$ cat src/rtl/ls_unit_pkg.sv
// Constants and types shared by the load/store address unit
package ls_unit_pkg;

    localparam int DATA_W = 32;
    localparam int REG_IDX_W = 3;
    localparam int LOW_REG_COUNT = 8;
    localparam int IMM_W = 10;

    // Program counter seen by PC-relative forms, in bytes past the instruction
    localparam logic [31:0] PC_READ_AHEAD = 32'h0000_0004;
    localparam logic [31:0] WORD_STEP = 32'h0000_0004;

    // Immediate ranges in bytes
    localparam logic [IMM_W-1:0] PC_REL_IMM_MAX = 10'h3FC;
    localparam logic [IMM_W-1:0] SP_WORD_IMM_MAX = 10'h3FC;
    localparam logic [IMM_W-1:0] LOW_WORD_IMM_MAX = 10'h07C;
    localparam logic [IMM_W-1:0] HALF_IMM_MAX = 10'h03E;
    localparam logic [IMM_W-1:0] BYTE_IMM_MAX = 10'h01F;

    // Transfer size code on the data bus
    localparam logic [1:0] SIZE_BYTE = 2'h0;
    localparam logic [1:0] SIZE_HALF = 2'h1;
    localparam logic [1:0] SIZE_WORD = 2'h2;

    localparam logic [31:0] RESET_WORD = 32'h0000_0000;
    localparam logic [REG_IDX_W-1:0] RESET_REG = 3'h0;

    typedef enum logic [3:0] {
        ADDR_GEN_OP,
        LOAD_WORD_OP,
        LOAD_BYTE_OP,
        LOAD_HALF_OP,
        LOAD_SIGNED_BYTE_OP,
        LOAD_SIGNED_HALF_OP,
        LOAD_LITERAL_OP,
        STORE_WORD_OP,
        STORE_BYTE_OP,
        STORE_HALF_OP,
        LOAD_MULTIPLE_OP,
        STORE_MULTIPLE_OP
    } op_t;

endpackage

$ cat src/rtl/ls_format_if.sv
// Carrier between the unit and its data formatter
`timescale 1ns/100ps
interface ls_format_if;
    logic [1:0] size;
    logic signedLoad;
    logic [31:0] storeIn;
    logic [31:0] storeOut;
    logic [31:0] loadIn;
    logic [31:0] loadOut;

    modport unit (output size, output signedLoad, output storeIn, output loadIn,
        input storeOut, input loadOut);
    modport formatter (input size, input signedLoad, input storeIn, input loadIn,
        output storeOut, output loadOut);
endinterface

$ cat src/rtl/ls_format.sv
// Lane formatter: store narrowing and load zero/sign extension
`timescale 1ns/100ps
module ls_format
    import ls_unit_pkg::*;
(
    ls_format_if.formatter fmt
);

    always_comb begin
        case (fmt.size)
            SIZE_BYTE: fmt.storeOut = {24'h00_0000, fmt.storeIn[7:0]};
            SIZE_HALF: fmt.storeOut = {16'h0000, fmt.storeIn[15:0]};
            default: fmt.storeOut = fmt.storeIn;
        endcase
    end

    always_comb begin
        case (fmt.size)
            SIZE_BYTE: begin
                if (fmt.signedLoad) begin
                    fmt.loadOut = {{24{fmt.loadIn[7]}}, fmt.loadIn[7:0]};
                end else begin
                    fmt.loadOut = {24'h00_0000, fmt.loadIn[7:0]};
                end
            end
            SIZE_HALF: begin
                if (fmt.signedLoad) begin
                    fmt.loadOut = {{16{fmt.loadIn[15]}}, fmt.loadIn[15:0]};
                end else begin
                    fmt.loadOut = {16'h0000, fmt.loadIn[15:0]};
                end
            end
            default: fmt.loadOut = fmt.loadIn;
        endcase
    end

endmodule

$ cat src/rtl/load_store_address_unit.sv
// Load/store and address-generation execution unit of a small 32-bit core
`timescale 1ns/100ps
module load_store_address_unit
    import ls_unit_pkg::*;
(
    input wire logic core_clk,
    input wire logic rst_n,
    input wire logic issueValid,
    input op_t issueOp,
    input wire logic [REG_IDX_W-1:0] transferReg,
    input wire logic [REG_IDX_W-1:0] baseReg,
    input wire logic useStackBase,
    input wire logic useOffsetReg,
    input wire logic [IMM_W-1:0] immValue,
    input wire logic [LOW_REG_COUNT-1:0] regList,
    input wire logic writeBack,
    input wire logic [DATA_W-1:0] instrAddr,
    input wire logic [DATA_W-1:0] baseValue,
    input wire logic [DATA_W-1:0] stackValue,
    input wire logic [DATA_W-1:0] offsetValue,
    input wire logic [DATA_W-1:0] transferValue,
    output logic [REG_IDX_W-1:0] rfReadAddr_q,
    input wire logic [DATA_W-1:0] rfReadData,
    output logic rfWriteEn_q,
    output logic [REG_IDX_W-1:0] rfWriteAddr_q,
    output logic [DATA_W-1:0] rfWriteData_q,
    output logic busReq_q,
    output logic busWrite_q,
    output logic [1:0] busSize_q,
    output logic [DATA_W-1:0] busAddr_q,
    output logic [DATA_W-1:0] busWdata_q,
    input wire logic busReady,
    input wire logic [DATA_W-1:0] busRdata,
    output logic busyStall_q,
    output logic instrDone_q,
    output logic hardFaultReq_q,
    output logic flagsWriteEn_q
);

    typedef enum logic [2:0] {
        IDLE,
        SINGLE_ACCESS,
        MULTI_NEXT,
        MULTI_FETCH,
        MULTI_ACCESS
    } state_t;

    state_t state_q;
    logic isLoad_q;
    logic signedLoad_q;
    logic [REG_IDX_W-1:0] targetReg_q;
    logic [REG_IDX_W-1:0] multiBase_q;
    logic multiWriteBack_q;
    logic [LOW_REG_COUNT-1:0] pendingRegs_q;
    logic [DATA_W-1:0] writeBackValue_q;

    ls_format_if fmtBus();

    ls_format formatter (
        .fmt(fmtBus)
    );

    function automatic logic [1:0] sizeOf(input op_t op);
        case (op)
            LOAD_BYTE_OP, LOAD_SIGNED_BYTE_OP, STORE_BYTE_OP: sizeOf = SIZE_BYTE;
            LOAD_HALF_OP, LOAD_SIGNED_HALF_OP, STORE_HALF_OP: sizeOf = SIZE_HALF;
            default: sizeOf = SIZE_WORD;
        endcase
    endfunction

    function automatic logic isAligned(input logic [DATA_W-1:0] addr, input logic [1:0] size);
        case (size)
            SIZE_BYTE: isAligned = 1'b1;
            SIZE_HALF: isAligned = (addr[0] == 1'b0);
            default: isAligned = (addr[1:0] == 2'h0);
        endcase
    endfunction

    // Encodings outside the documented offset ranges are treated as faulting
    function automatic logic immLegal(input op_t op, input logic sp, input logic regOff,
        input logic [IMM_W-1:0] imm);
        case (op)
            ADDR_GEN_OP, LOAD_LITERAL_OP:
                immLegal = (imm <= PC_REL_IMM_MAX) && (imm[1:0] == 2'h0);
            LOAD_WORD_OP, STORE_WORD_OP:
                if (regOff) begin
                    immLegal = !sp;
                end else if (sp) begin
                    immLegal = (imm <= SP_WORD_IMM_MAX) && (imm[1:0] == 2'h0);
                end else begin
                    immLegal = (imm <= LOW_WORD_IMM_MAX) && (imm[1:0] == 2'h0);
                end
            LOAD_HALF_OP, STORE_HALF_OP:
                immLegal = !sp && (regOff || ((imm <= HALF_IMM_MAX) && (imm[0] == 1'b0)));
            LOAD_BYTE_OP, STORE_BYTE_OP:
                immLegal = !sp && (regOff || (imm <= BYTE_IMM_MAX));
            LOAD_SIGNED_BYTE_OP, LOAD_SIGNED_HALF_OP:
                immLegal = !sp && regOff;
            LOAD_MULTIPLE_OP, STORE_MULTIPLE_OP:
                immLegal = !sp;
            default: immLegal = 1'b0;
        endcase
    endfunction

    function automatic logic [REG_IDX_W-1:0] lowestSet(input logic [LOW_REG_COUNT-1:0] mask);
        lowestSet = RESET_REG;
        for (int i = LOW_REG_COUNT - 1; i >= 0; i--) begin
            if (mask[i]) begin
                lowestSet = REG_IDX_W'(i);
            end
        end
    endfunction

    function automatic logic [DATA_W-1:0] countWords(input logic [LOW_REG_COUNT-1:0] mask);
        countWords = RESET_WORD;
        for (int i = 0; i < LOW_REG_COUNT; i++) begin
            if (mask[i]) begin
                countWords = countWords + WORD_STEP;
            end
        end
    endfunction

    logic [DATA_W-1:0] pcValue;
    logic [DATA_W-1:0] baseSel;
    logic [DATA_W-1:0] offsetSel;
    logic [DATA_W-1:0] effAddr;
    logic [1:0] issueSize;
    logic issueIsLoad;
    logic issueLegal;
    logic [REG_IDX_W-1:0] nextReg;
    logic [LOW_REG_COUNT-1:0] nextRegBit;

    assign pcValue = instrAddr + PC_READ_AHEAD;
    // Only low registers are addressable: every register field is three bits wide
    assign baseSel = (issueOp == ADDR_GEN_OP || issueOp == LOAD_LITERAL_OP) ? pcValue :
        (useStackBase ? stackValue : baseValue);
    assign offsetSel = useOffsetReg ? offsetValue : {{(DATA_W-IMM_W){1'b0}}, immValue};
    assign effAddr = baseSel + offsetSel;
    assign issueSize = sizeOf(issueOp);
    assign issueIsLoad = (issueOp != STORE_WORD_OP) && (issueOp != STORE_BYTE_OP) &&
        (issueOp != STORE_HALF_OP) && (issueOp != STORE_MULTIPLE_OP);
    assign issueLegal = immLegal(issueOp, useStackBase, useOffsetReg, immValue);
    assign nextReg = lowestSet(pendingRegs_q);
    assign nextRegBit = LOW_REG_COUNT'(1) << nextReg;

    // Formatter sees the captured size while a single access is on the bus
    assign fmtBus.size = (state_q == IDLE) ? issueSize : busSize_q;
    assign fmtBus.signedLoad = signedLoad_q;
    assign fmtBus.storeIn = transferValue;
    assign fmtBus.loadIn = busRdata;

    // Sequencer
    always_ff @(posedge core_clk) begin
        if (!rst_n) begin
            state_q <= IDLE;
        end else begin
            case (state_q)
                IDLE: begin
                    if (issueValid && issueLegal) begin
                        if (issueOp == LOAD_MULTIPLE_OP || issueOp == STORE_MULTIPLE_OP) begin
                            state_q <= MULTI_NEXT;
                        end else if (issueOp != ADDR_GEN_OP && isAligned(effAddr, issueSize)) begin
                            state_q <= SINGLE_ACCESS;
                        end
                    end
                end
                SINGLE_ACCESS: begin
                    if (busReady) begin
                        state_q <= IDLE;
                    end
                end
                MULTI_NEXT: begin
                    if (pendingRegs_q == '0 || !isAligned(busAddr_q, SIZE_WORD)) begin
                        state_q <= IDLE;
                    end else if (isLoad_q) begin
                        state_q <= MULTI_ACCESS;
                    end else begin
                        state_q <= MULTI_FETCH;
                    end
                end
                MULTI_FETCH: state_q <= MULTI_ACCESS;
                MULTI_ACCESS: begin
                    if (busReady) begin
                        state_q <= MULTI_NEXT;
                    end
                end
                default: state_q <= IDLE;
            endcase
        end
    end

    // Captured instruction context
    always_ff @(posedge core_clk) begin
        if (!rst_n) begin
            isLoad_q <= 1'b0;
            signedLoad_q <= 1'b0;
            targetReg_q <= RESET_REG;
            multiBase_q <= RESET_REG;
            multiWriteBack_q <= 1'b0;
            writeBackValue_q <= RESET_WORD;
        end else if (state_q == IDLE && issueValid) begin
            isLoad_q <= issueIsLoad;
            signedLoad_q <= (issueOp == LOAD_SIGNED_BYTE_OP) || (issueOp == LOAD_SIGNED_HALF_OP);
            targetReg_q <= transferReg;
            multiBase_q <= baseReg;
            multiWriteBack_q <= writeBack;
            writeBackValue_q <= baseValue + countWords(regList);
        end
    end

    // Register list walk, lowest register first
    always_ff @(posedge core_clk) begin
        if (!rst_n) begin
            pendingRegs_q <= '0;
            rfReadAddr_q <= RESET_REG;
        end else if (state_q == IDLE && issueValid) begin
            pendingRegs_q <= regList;
        end else if (state_q == MULTI_NEXT) begin
            rfReadAddr_q <= nextReg;
        end else if (state_q == MULTI_ACCESS && busReady) begin
            pendingRegs_q <= pendingRegs_q & ~nextRegBit;
        end
    end

    // Data bus master; request holds until the memory answers ready
    always_ff @(posedge core_clk) begin
        if (!rst_n) begin
            busReq_q <= 1'b0;
            busWrite_q <= 1'b0;
            busSize_q <= SIZE_WORD;
            busAddr_q <= RESET_WORD;
            busWdata_q <= RESET_WORD;
        end else begin
            case (state_q)
                IDLE: begin
                    busAddr_q <= baseValue;
                    busSize_q <= issueSize;
                    busWrite_q <= !issueIsLoad;
                    if (issueValid && issueLegal && issueOp != ADDR_GEN_OP &&
                        issueOp != LOAD_MULTIPLE_OP && issueOp != STORE_MULTIPLE_OP) begin
                        busAddr_q <= effAddr;
                        busWdata_q <= fmtBus.storeOut;
                        busReq_q <= isAligned(effAddr, issueSize);
                    end
                end
                SINGLE_ACCESS: begin
                    if (busReady) begin
                        busReq_q <= 1'b0;
                    end
                end
                MULTI_NEXT: begin
                    busSize_q <= SIZE_WORD;
                    busReq_q <= isLoad_q && pendingRegs_q != '0 && isAligned(busAddr_q, SIZE_WORD);
                end
                MULTI_FETCH: begin
                    busWdata_q <= rfReadData;
                    busReq_q <= 1'b1;
                end
                MULTI_ACCESS: begin
                    if (busReady) begin
                        busReq_q <= 1'b0;
                        busAddr_q <= busAddr_q + WORD_STEP;
                    end
                end
                default: busReq_q <= 1'b0;
            endcase
        end
    end

    // Register file write port
    always_ff @(posedge core_clk) begin
        if (!rst_n) begin
            rfWriteEn_q <= 1'b0;
            rfWriteAddr_q <= RESET_REG;
            rfWriteData_q <= RESET_WORD;
        end else begin
            rfWriteEn_q <= 1'b0;
            if (state_q == IDLE && issueValid && issueLegal && issueOp == ADDR_GEN_OP) begin
                rfWriteEn_q <= 1'b1;
                rfWriteAddr_q <= transferReg;
                rfWriteData_q <= effAddr;
            end else if (state_q == SINGLE_ACCESS && busReady && isLoad_q) begin
                rfWriteEn_q <= 1'b1;
                rfWriteAddr_q <= targetReg_q;
                rfWriteData_q <= fmtBus.loadOut;
            end else if (state_q == MULTI_ACCESS && busReady && isLoad_q) begin
                rfWriteEn_q <= 1'b1;
                rfWriteAddr_q <= nextReg;
                rfWriteData_q <= busRdata;
            end else if (state_q == MULTI_NEXT && pendingRegs_q == '0 && multiWriteBack_q) begin
                rfWriteEn_q <= 1'b1;
                rfWriteAddr_q <= multiBase_q;
                rfWriteData_q <= writeBackValue_q;
            end
        end
    end

    // Completion, stall and fault reporting
    always_ff @(posedge core_clk) begin
        if (!rst_n) begin
            instrDone_q <= 1'b0;
            hardFaultReq_q <= 1'b0;
            busyStall_q <= 1'b0;
            flagsWriteEn_q <= 1'b0;
        end else begin
            flagsWriteEn_q <= 1'b0;
            instrDone_q <= 1'b0;
            hardFaultReq_q <= 1'b0;
            case (state_q)
                IDLE: begin
                    if (issueValid) begin
                        if (!issueLegal) begin
                            hardFaultReq_q <= 1'b1;
                            instrDone_q <= 1'b1;
                        end else if (issueOp == ADDR_GEN_OP) begin
                            instrDone_q <= 1'b1;
                        end else if (issueOp == LOAD_MULTIPLE_OP || issueOp == STORE_MULTIPLE_OP) begin
                            busyStall_q <= 1'b1;
                        end else if (!isAligned(effAddr, issueSize)) begin
                            hardFaultReq_q <= 1'b1;
                            instrDone_q <= 1'b1;
                        end else begin
                            busyStall_q <= 1'b1;
                        end
                    end
                end
                SINGLE_ACCESS: begin
                    if (busReady) begin
                        busyStall_q <= 1'b0;
                        instrDone_q <= 1'b1;
                    end
                end
                MULTI_NEXT: begin
                    if (!isAligned(busAddr_q, SIZE_WORD) && pendingRegs_q != '0) begin
                        busyStall_q <= 1'b0;
                        hardFaultReq_q <= 1'b1;
                        instrDone_q <= 1'b1;
                    end else if (pendingRegs_q == '0) begin
                        busyStall_q <= 1'b0;
                        instrDone_q <= 1'b1;
                    end
                end
                default: busyStall_q <= busyStall_q;
            endcase
        end
    end

endmodule

$ cat config.mk
export PLATFORM = sky130hd
export DESIGN_NAME = load_store_address_unit
export DESIGN_NICKNAME = d
export VERILOG_FILES = /design/src/rtl/ls_unit_pkg.sv /design/src/rtl/ls_format_if.sv /design/src/rtl/ls_format.sv /design/src/rtl/load_store_address_unit.sv
export SDC_FILE = /design/constraint.sdc
export NUM_CORES = 1
export LEC_CHECK = 0
export BUFFER_PORTS_ARGS = -buffer_cell sky130_fd_sc_hd__buf_2
export CORE_ASPECT_RATIO = 0.8
export CORE_MARGIN = 2
export CORE_UTILIZATION = 55
export CTS_BUF_LIST = sky130_fd_sc_hd__clkbuf_8
export CTS_CLUSTER_SIZE = 25
export DETAILED_ROUTE_END_ITERATION = 6
export PLACE_DENSITY = 0.84
export SLEW_MARGIN = 30
export SYNTH_ARGS = -nofsm -noshare
export SYNTH_HDL_FRONTEND = slang
export SYNTH_HIERARCHICAL = 1
export SYNTH_SLANG_ARGS = --single-unit
$ cat constraint.sdc
create_clock -name core_clk -period 6.4 [get_ports core_clk]
set_input_delay 0.32 -clock core_clk [delete_from_list [all_inputs] [get_ports core_clk]]
set_output_delay 0.32 -clock core_clk [all_outputs]
set_load 0.01 [all_outputs]
# ---- Word-level counts from Yosys, hierarchy flattened
# Index checks and enable logic that the tools add are counted.
# Widths: inputs -> output; s select.
dict set report totals {
  register_bits 162
}
dict set report op_classes {
  add_sub_neg 11
  order_cmp 4
  eq_ne 34
  shift 1
  n_mux 110
  bitwise_logic 5
  reduce_logical 67
}
# op n
set ops {}
lappend ops {{$mux 32} 35}
lappend ops {{$add 32x3->32 const B} 9}
lappend ops {{$pmux 32 s2} 4}
lappend ops {{$add 32x32->32} 2}
lappend ops {{$mux 3} 20}
lappend ops {{$mux 1} 38}
lappend ops {{$logic_and 1x1->1} 26}
lappend ops {{$mux 8} 3}
lappend ops {{$eq 4x3->1 const B} 4}
lappend ops {{$eq 4x4->1 const B} 4}
lappend ops {{$ne 4x4->1 const B} 4}
lappend ops {{$pmux 3 s5} 1}
lappend ops {{$reduce_or 2->1} 7}
lappend ops {{$ne 2x2->1 const B} 6}
lappend ops {{$le 10x10->1 const B} 1}
lappend ops {{$le 10x5->1 const B} 1}
lappend ops {{$le 10x6->1 const B} 1}
lappend ops {{$le 10x7->1 const B} 1}
lappend ops {{$logic_not 2->1} 5}
lappend ops {{$reduce_and 2->1} 5}
lappend ops {{$and 8x8->8} 1}
lappend ops {{$eq 4x2->1 const B} 2}
lappend ops {{$logic_not 8->1} 1}
lappend ops {{$not 8->8} 1}
lappend ops {{28 further kinds} 50}

# ---- Depth between registers and ports, before layout
dict set report logic_depth {
  depth_word 33
  depth_mapped 28
  mapped_depth_nobuf 28
}

# ---- Modules after synthesis
# The synthesis kept the hierarchy.
# mod n_inst cells_per_inst area_each_um2 seq_area_each_um2
set by_module_without_submodules {}
lappend by_module_without_submodules {load_store_address_unit 1 1683 12553.3 3243.1}
lappend by_module_without_submodules {ls_format 1 92 544.3 0.0}

# ---- Worst setup path before layout
# No wires, ideal clock.
dict set report synth_timing {
  path_type {in2reg}
  startpoint {in regList[0]}
  endpoint {reg writeBackValue_q[26]}
  setup_time_ps 86
  arrival_time_ps 5234
  required_ps 6314
  slack_ps 1080
  cell_stages 24
  cell_sequence {inv_1 > ha_1 > xor2_1 > a21oi_1 > ha_1 > mux2i_1 > inv_1 > ha_1 > nand2_1 > o21ai_0 > ha_1 > mux2_2 > ha_1 > mux2_2 > fa_1 > a21o_1 > a21oi_1 > o21bai_1 > a2111oi_0 > nor3_2 > nand4_1 > nor2_1 > xnor2_1 > a211oi_1}
}
dict set report synth_between {
  elab_chain_len 32
}
# element line
set synth_rtl {}
lappend synth_rtl {{start: declaration} load_store_address_unit.sv:15} ;# input wire logic [LOW_REG_COUNT-1:0] regList,
lappend synth_rtl {{$mux 3 (*)} load_store_address_unit.sv:117} ;# if (mask[i]) begin
lappend synth_rtl {{$mux 32 (*)} load_store_address_unit.sv:201} ;# end else if (state_q == IDLE && issueValid) begin
lappend synth_rtl {{$mux 32 (*)} load_store_address_unit.sv:194} ;# if (!rst_n) begin
lappend synth_rtl {{$add 32x3->32} load_store_address_unit.sv:118} ;# countWords = countWords + WORD_STEP;
lappend synth_rtl {{$mux 32 (*)} load_store_address_unit.sv:117}
lappend synth_rtl {{$mux 32 (*)} load_store_address_unit.sv:201}
lappend synth_rtl {{$mux 32 (*)} load_store_address_unit.sv:194}
lappend synth_rtl {{$add 32x3->32} load_store_address_unit.sv:118}
lappend synth_rtl {{(+16 left out)} n/a}
lappend synth_rtl {{$mux 32 (*)} load_store_address_unit.sv:117}
lappend synth_rtl {{$mux 32 (*)} load_store_address_unit.sv:201}
lappend synth_rtl {{$mux 32 (*)} load_store_address_unit.sv:194}
lappend synth_rtl {{$add 32x3->32} load_store_address_unit.sv:118}
lappend synth_rtl {{$mux 32 (*)} load_store_address_unit.sv:117}
lappend synth_rtl {{$mux 32 (*)} load_store_address_unit.sv:201}
lappend synth_rtl {{$mux 32 (*)} load_store_address_unit.sv:194}
lappend synth_rtl {{$add 32x32->32 (*)} load_store_address_unit.sv:207} ;# writeBackValue_q <= baseValue + countWords(regList);
lappend synth_rtl {{end signal: assignment} load_store_address_unit.sv:207}
lappend synth_rtl {{end: declaration} load_store_address_unit.sv:55} ;# logic [DATA_W-1:0] writeBackValue_q;
# Every way passes the cells marked *; elsewhere a longest branch is shown, timed or not. The select of a mux whose other input is x is not followed.
# A chain may end at the register's enable or synchronous reset.

# ---- Worst setup path after layout
dict set report layout_timing {
  startpoint {in regList[0]}
  endpoint {reg writeBackValue_q[30]}
}
# The elaborated chain is that of the path after synthesis.

==> impl_metrics.yaml <==
status:
  status: "finished clean"
finish:
  layout.nets: 2355
  layout-drive-gt1-share_pct: 23.9
  n_fill_cell: 2094
  syn_to_final_growth_pct: 16.6
  fin_cells: 2376
  design_area_sq_mm: 0.0153
synth:
  syn_inst: 1775
  post-synth-top-area-cell: "dfxtp_1"
  synth_top_family_by_area: "compound AO/OA/AOI/OAI gates"
  synth_top_flop_cell: "dfxtp_1"
  synth_cell_types: 84
  synth_simple_gate_area_share_pct: 24.2
  synth_commonest_cells: "nand2_1, nor2_1, dfxtp_1"
  synthTopCellsByArea: "dfxtp_1, nand2_1, nor2_1"
  syn_area_sq_mm: 0.0131
  synth.area.mux_share_pct: 6.63
  async_reset_ff_share_pct: 0
  synthAdderAreaFrac_pct: 4.99
  avgSynthCellArea_sq_um: 7.38
  ys_ff_latch: 162
  yosys_warnings: 6
  synth_top_area_share_pct: 24.8
  synth-xor-area-share_pct: 6.93
  synth-compound-area-share_pct: 26.7
  ys_seq_area_share_pct: 24.8
  synth_edf_count: 0
  yosysMostFrequentCell: "nand2_1"
sta:
  hold_viol_final: 0
  period_share_pct: 90.0
  worst_pin_slew_ps: 993
  fin_tns_setup_ps: 0
  slew_violations: 0
  skew_ps: 16.4
  finalCriticalPeriod_ps: 5760
  rsz0062_at_grt: "no"
  relSlewSlack_pct: 33.8
  setup_viol_count_final: 0
  fmax_mhz: 174
power_and_ir_drop:
  clkPwrFrac_pct: 25.5
  p_switching_mw: 1.14
  total_power_mw: 2.98
  internal-power_mw: 1.83
  vdd_ir_drop_max_mv: 0.110
  switching_share_pct: 38.4
  seqPwrFrac_pct: 38.2
  combPwrFrac_pct: 36.3
  leakage_nw: 6.83
  pwr_density_cell_mw_per_mm2: 195
route:
  avgRoutedWirePerCell_microns: 19.7
  antenna_left: 0
  viasPerCell: 6.17
  drt-initial-drc-count: 1525
  vias: 14700
  firstDrtPassIters: 7
  remaining_drc_errors: 0
  routed_wl_microns: 46700
floorplanning:
  rows: 50
  core_sq_mm: 0.0234
  die-area_sq_mm: 0.0251
  start_util_pct: 56.0
  fp.dieW_microns: 177
  ioPinCount: 370
  die_y_microns: 142
clock_tree:
  root_buffer: "clkbuf_8"
  clk_pin_slew_ps: 100
  cts_buffers: 17
  cts.repair.resized: 0
  htreeDepth: 4
  cts_hold_buf: 0
  cts_tree: "yes"
  post_cts_buffers: 0
  numClockSinks: 162
  clockBufferDepth: 2
  clock_latency_ps: 480
grt:
  overflow: 0
  grt_pass1_wl_microns: 70900
  antenna_found_initial: 6
  grt_start_max_net_pins: 85
  grt.total_usage_pct: 35.8
  grt_pass1_vias: 13000
min_path:
  min_path_type: "input port to flop"
worst_setup_path:
  crit_type: "input port to flop"
  required_ps: 6790
  path_max_fanout: 8
  crit_path_top_delay_cell: "nor3_2"
  critPathMaxStageDelay_ps: 500
  arrival_ps: 6150
  crit_top_cell: "ha_1"
  end_kind: "flop"
  crit_path_start_kind: "input port"
place:
  gp_congestion: 1.01
  dp_cells: 2338
  dp_hpwl_microns: 36100
  place_area_sq_mm: 0.0149
  io_buffers: 368
run:
  cap_violations: 0
sequential cells by signal (all words and copies together), names as in the netlist:
| name | cells |
|---|---|
| busAddr_q | 32 |
| busReq_q | 1 |
| busSize_q | 2 |
| busWdata_q | 32 |
| busWrite_q | 1 |
| busyStall_q | 1 |
| fmtBus.signedLoad | 1 |
| hardFaultReq_q | 1 |
| instrDone_q | 1 |
| isLoad_q | 1 |
| multiBase_q | 3 |
| multiWriteBack_q | 1 |
| pendingRegs_q | 8 |
| rfReadAddr_q | 3 |
| rfWriteAddr_q | 3 |
| rfWriteData_q | 32 |
| rfWriteEn_q | 1 |
| state_q | 3 |
| targetReg_q | 3 |
| writeBackValue_q | 32 |
final timing paths:
path | end | start | depth (start not counted) | slack (ps)
max | writeBackValue_q[30] | regList[0] | 27 | 640
min | rfWriteAddr_q[2] | transferReg[2] | 3 | 80
max reg2reg | rfWriteData_q[7] | state_q[2] | 11 | 2610
min reg2reg | writeBackValue_q[9] | writeBackValue_q[9] | 2 | 460
per-stage QoR:
stage,setup slack (ps),hold WS [ps],util (%)
global placement,458,441,63.5
detailed placement,262,447,63.5
CTS,727,70.2,65.2
floorplan,1080,432,-
global route,189,83.6,65.3
finish,637,84.4,65.3
kinds of logic (layout without fill, tap and decap cells):
kind of cell / count (synthesis) / count (layout)
and+or+nand+nor: 687 / 687
AOI/OAI and AO/OA: 524 / 524
buffers and inverters: 163 / 443
DFF: 162 / 162
xor gates and xnor gates: 102 / 102
muxes: 85 / 85
adders and majority gates: 51 / 51
other: 1 / 10
critical path: cells and delay by family:
| kind | cells | cell delay (ps) |
|---|---|---|
| multiplexers | 2 | 530 |
| adder cells (fa/ha/maj) | 6 | 1810 |
| AND/OR/NAND/NOR | 8 | 1870 |
| buffers and inverters | 4 | 340 |
| XOR/XNOR | 1 | 180 |
| AO/OA/AOI/OAI | 6 | 1100 |
placed cells by master (no fill, tap or decap), drive strengths merged, types with 45 or more instances in the layout:
cell    instances
nor2          214
a211oi         74
nor3           45
nand2         214
buf           386
dfxtp         162
nand3          47
xnor2          59
ha             49
a21oi         149
mux2i          71
and2           53
o21ai         114
final cells by class:
cell class / count / area (sq um) / share of cell area [%]
repair buffers: 386 / 1980 / 12.9
well taps: 312 / 390 / 2.56
diodes: 6 / 15.0 / 0.0983
clock inverters: 14 / 143 / 0.934
flip-flops and latches: 162 / 3240 / 21.2
inverters: 25 / 96.3 / 0.631
multi-input cells: 1453 / 9160 / 60.0
clock buffers: 18 / 248 / 1.62
per-layer routing:
| metal | share of wire [%] | GRT usage (%) | routed length [microns] |
|---|---|---|---|
| met1 | 42 | 48.6 | 19700 |
| met5 | 0 | 0 | 0 |
| met2 | 44 | 56.6 | 20600 |
| met3 | 11 | 6.54 | 4920 |
| met4 | 3.2 | 13.2 | 1510 |
power groups by stage:
stage                     Combinational [mW]  Sequential (mW)  Clock (mW)
after floorplan                        0.696             1.16           0
after global placement                  1.02             1.15           0
after detailed placement                1.04             1.16           0
after CTS                               1.05             1.13       0.760
after global routing                    1.17             1.14       0.799
final                                   1.08             1.14       0.760
Note: power is estimated with default switching activity, not from simulation.
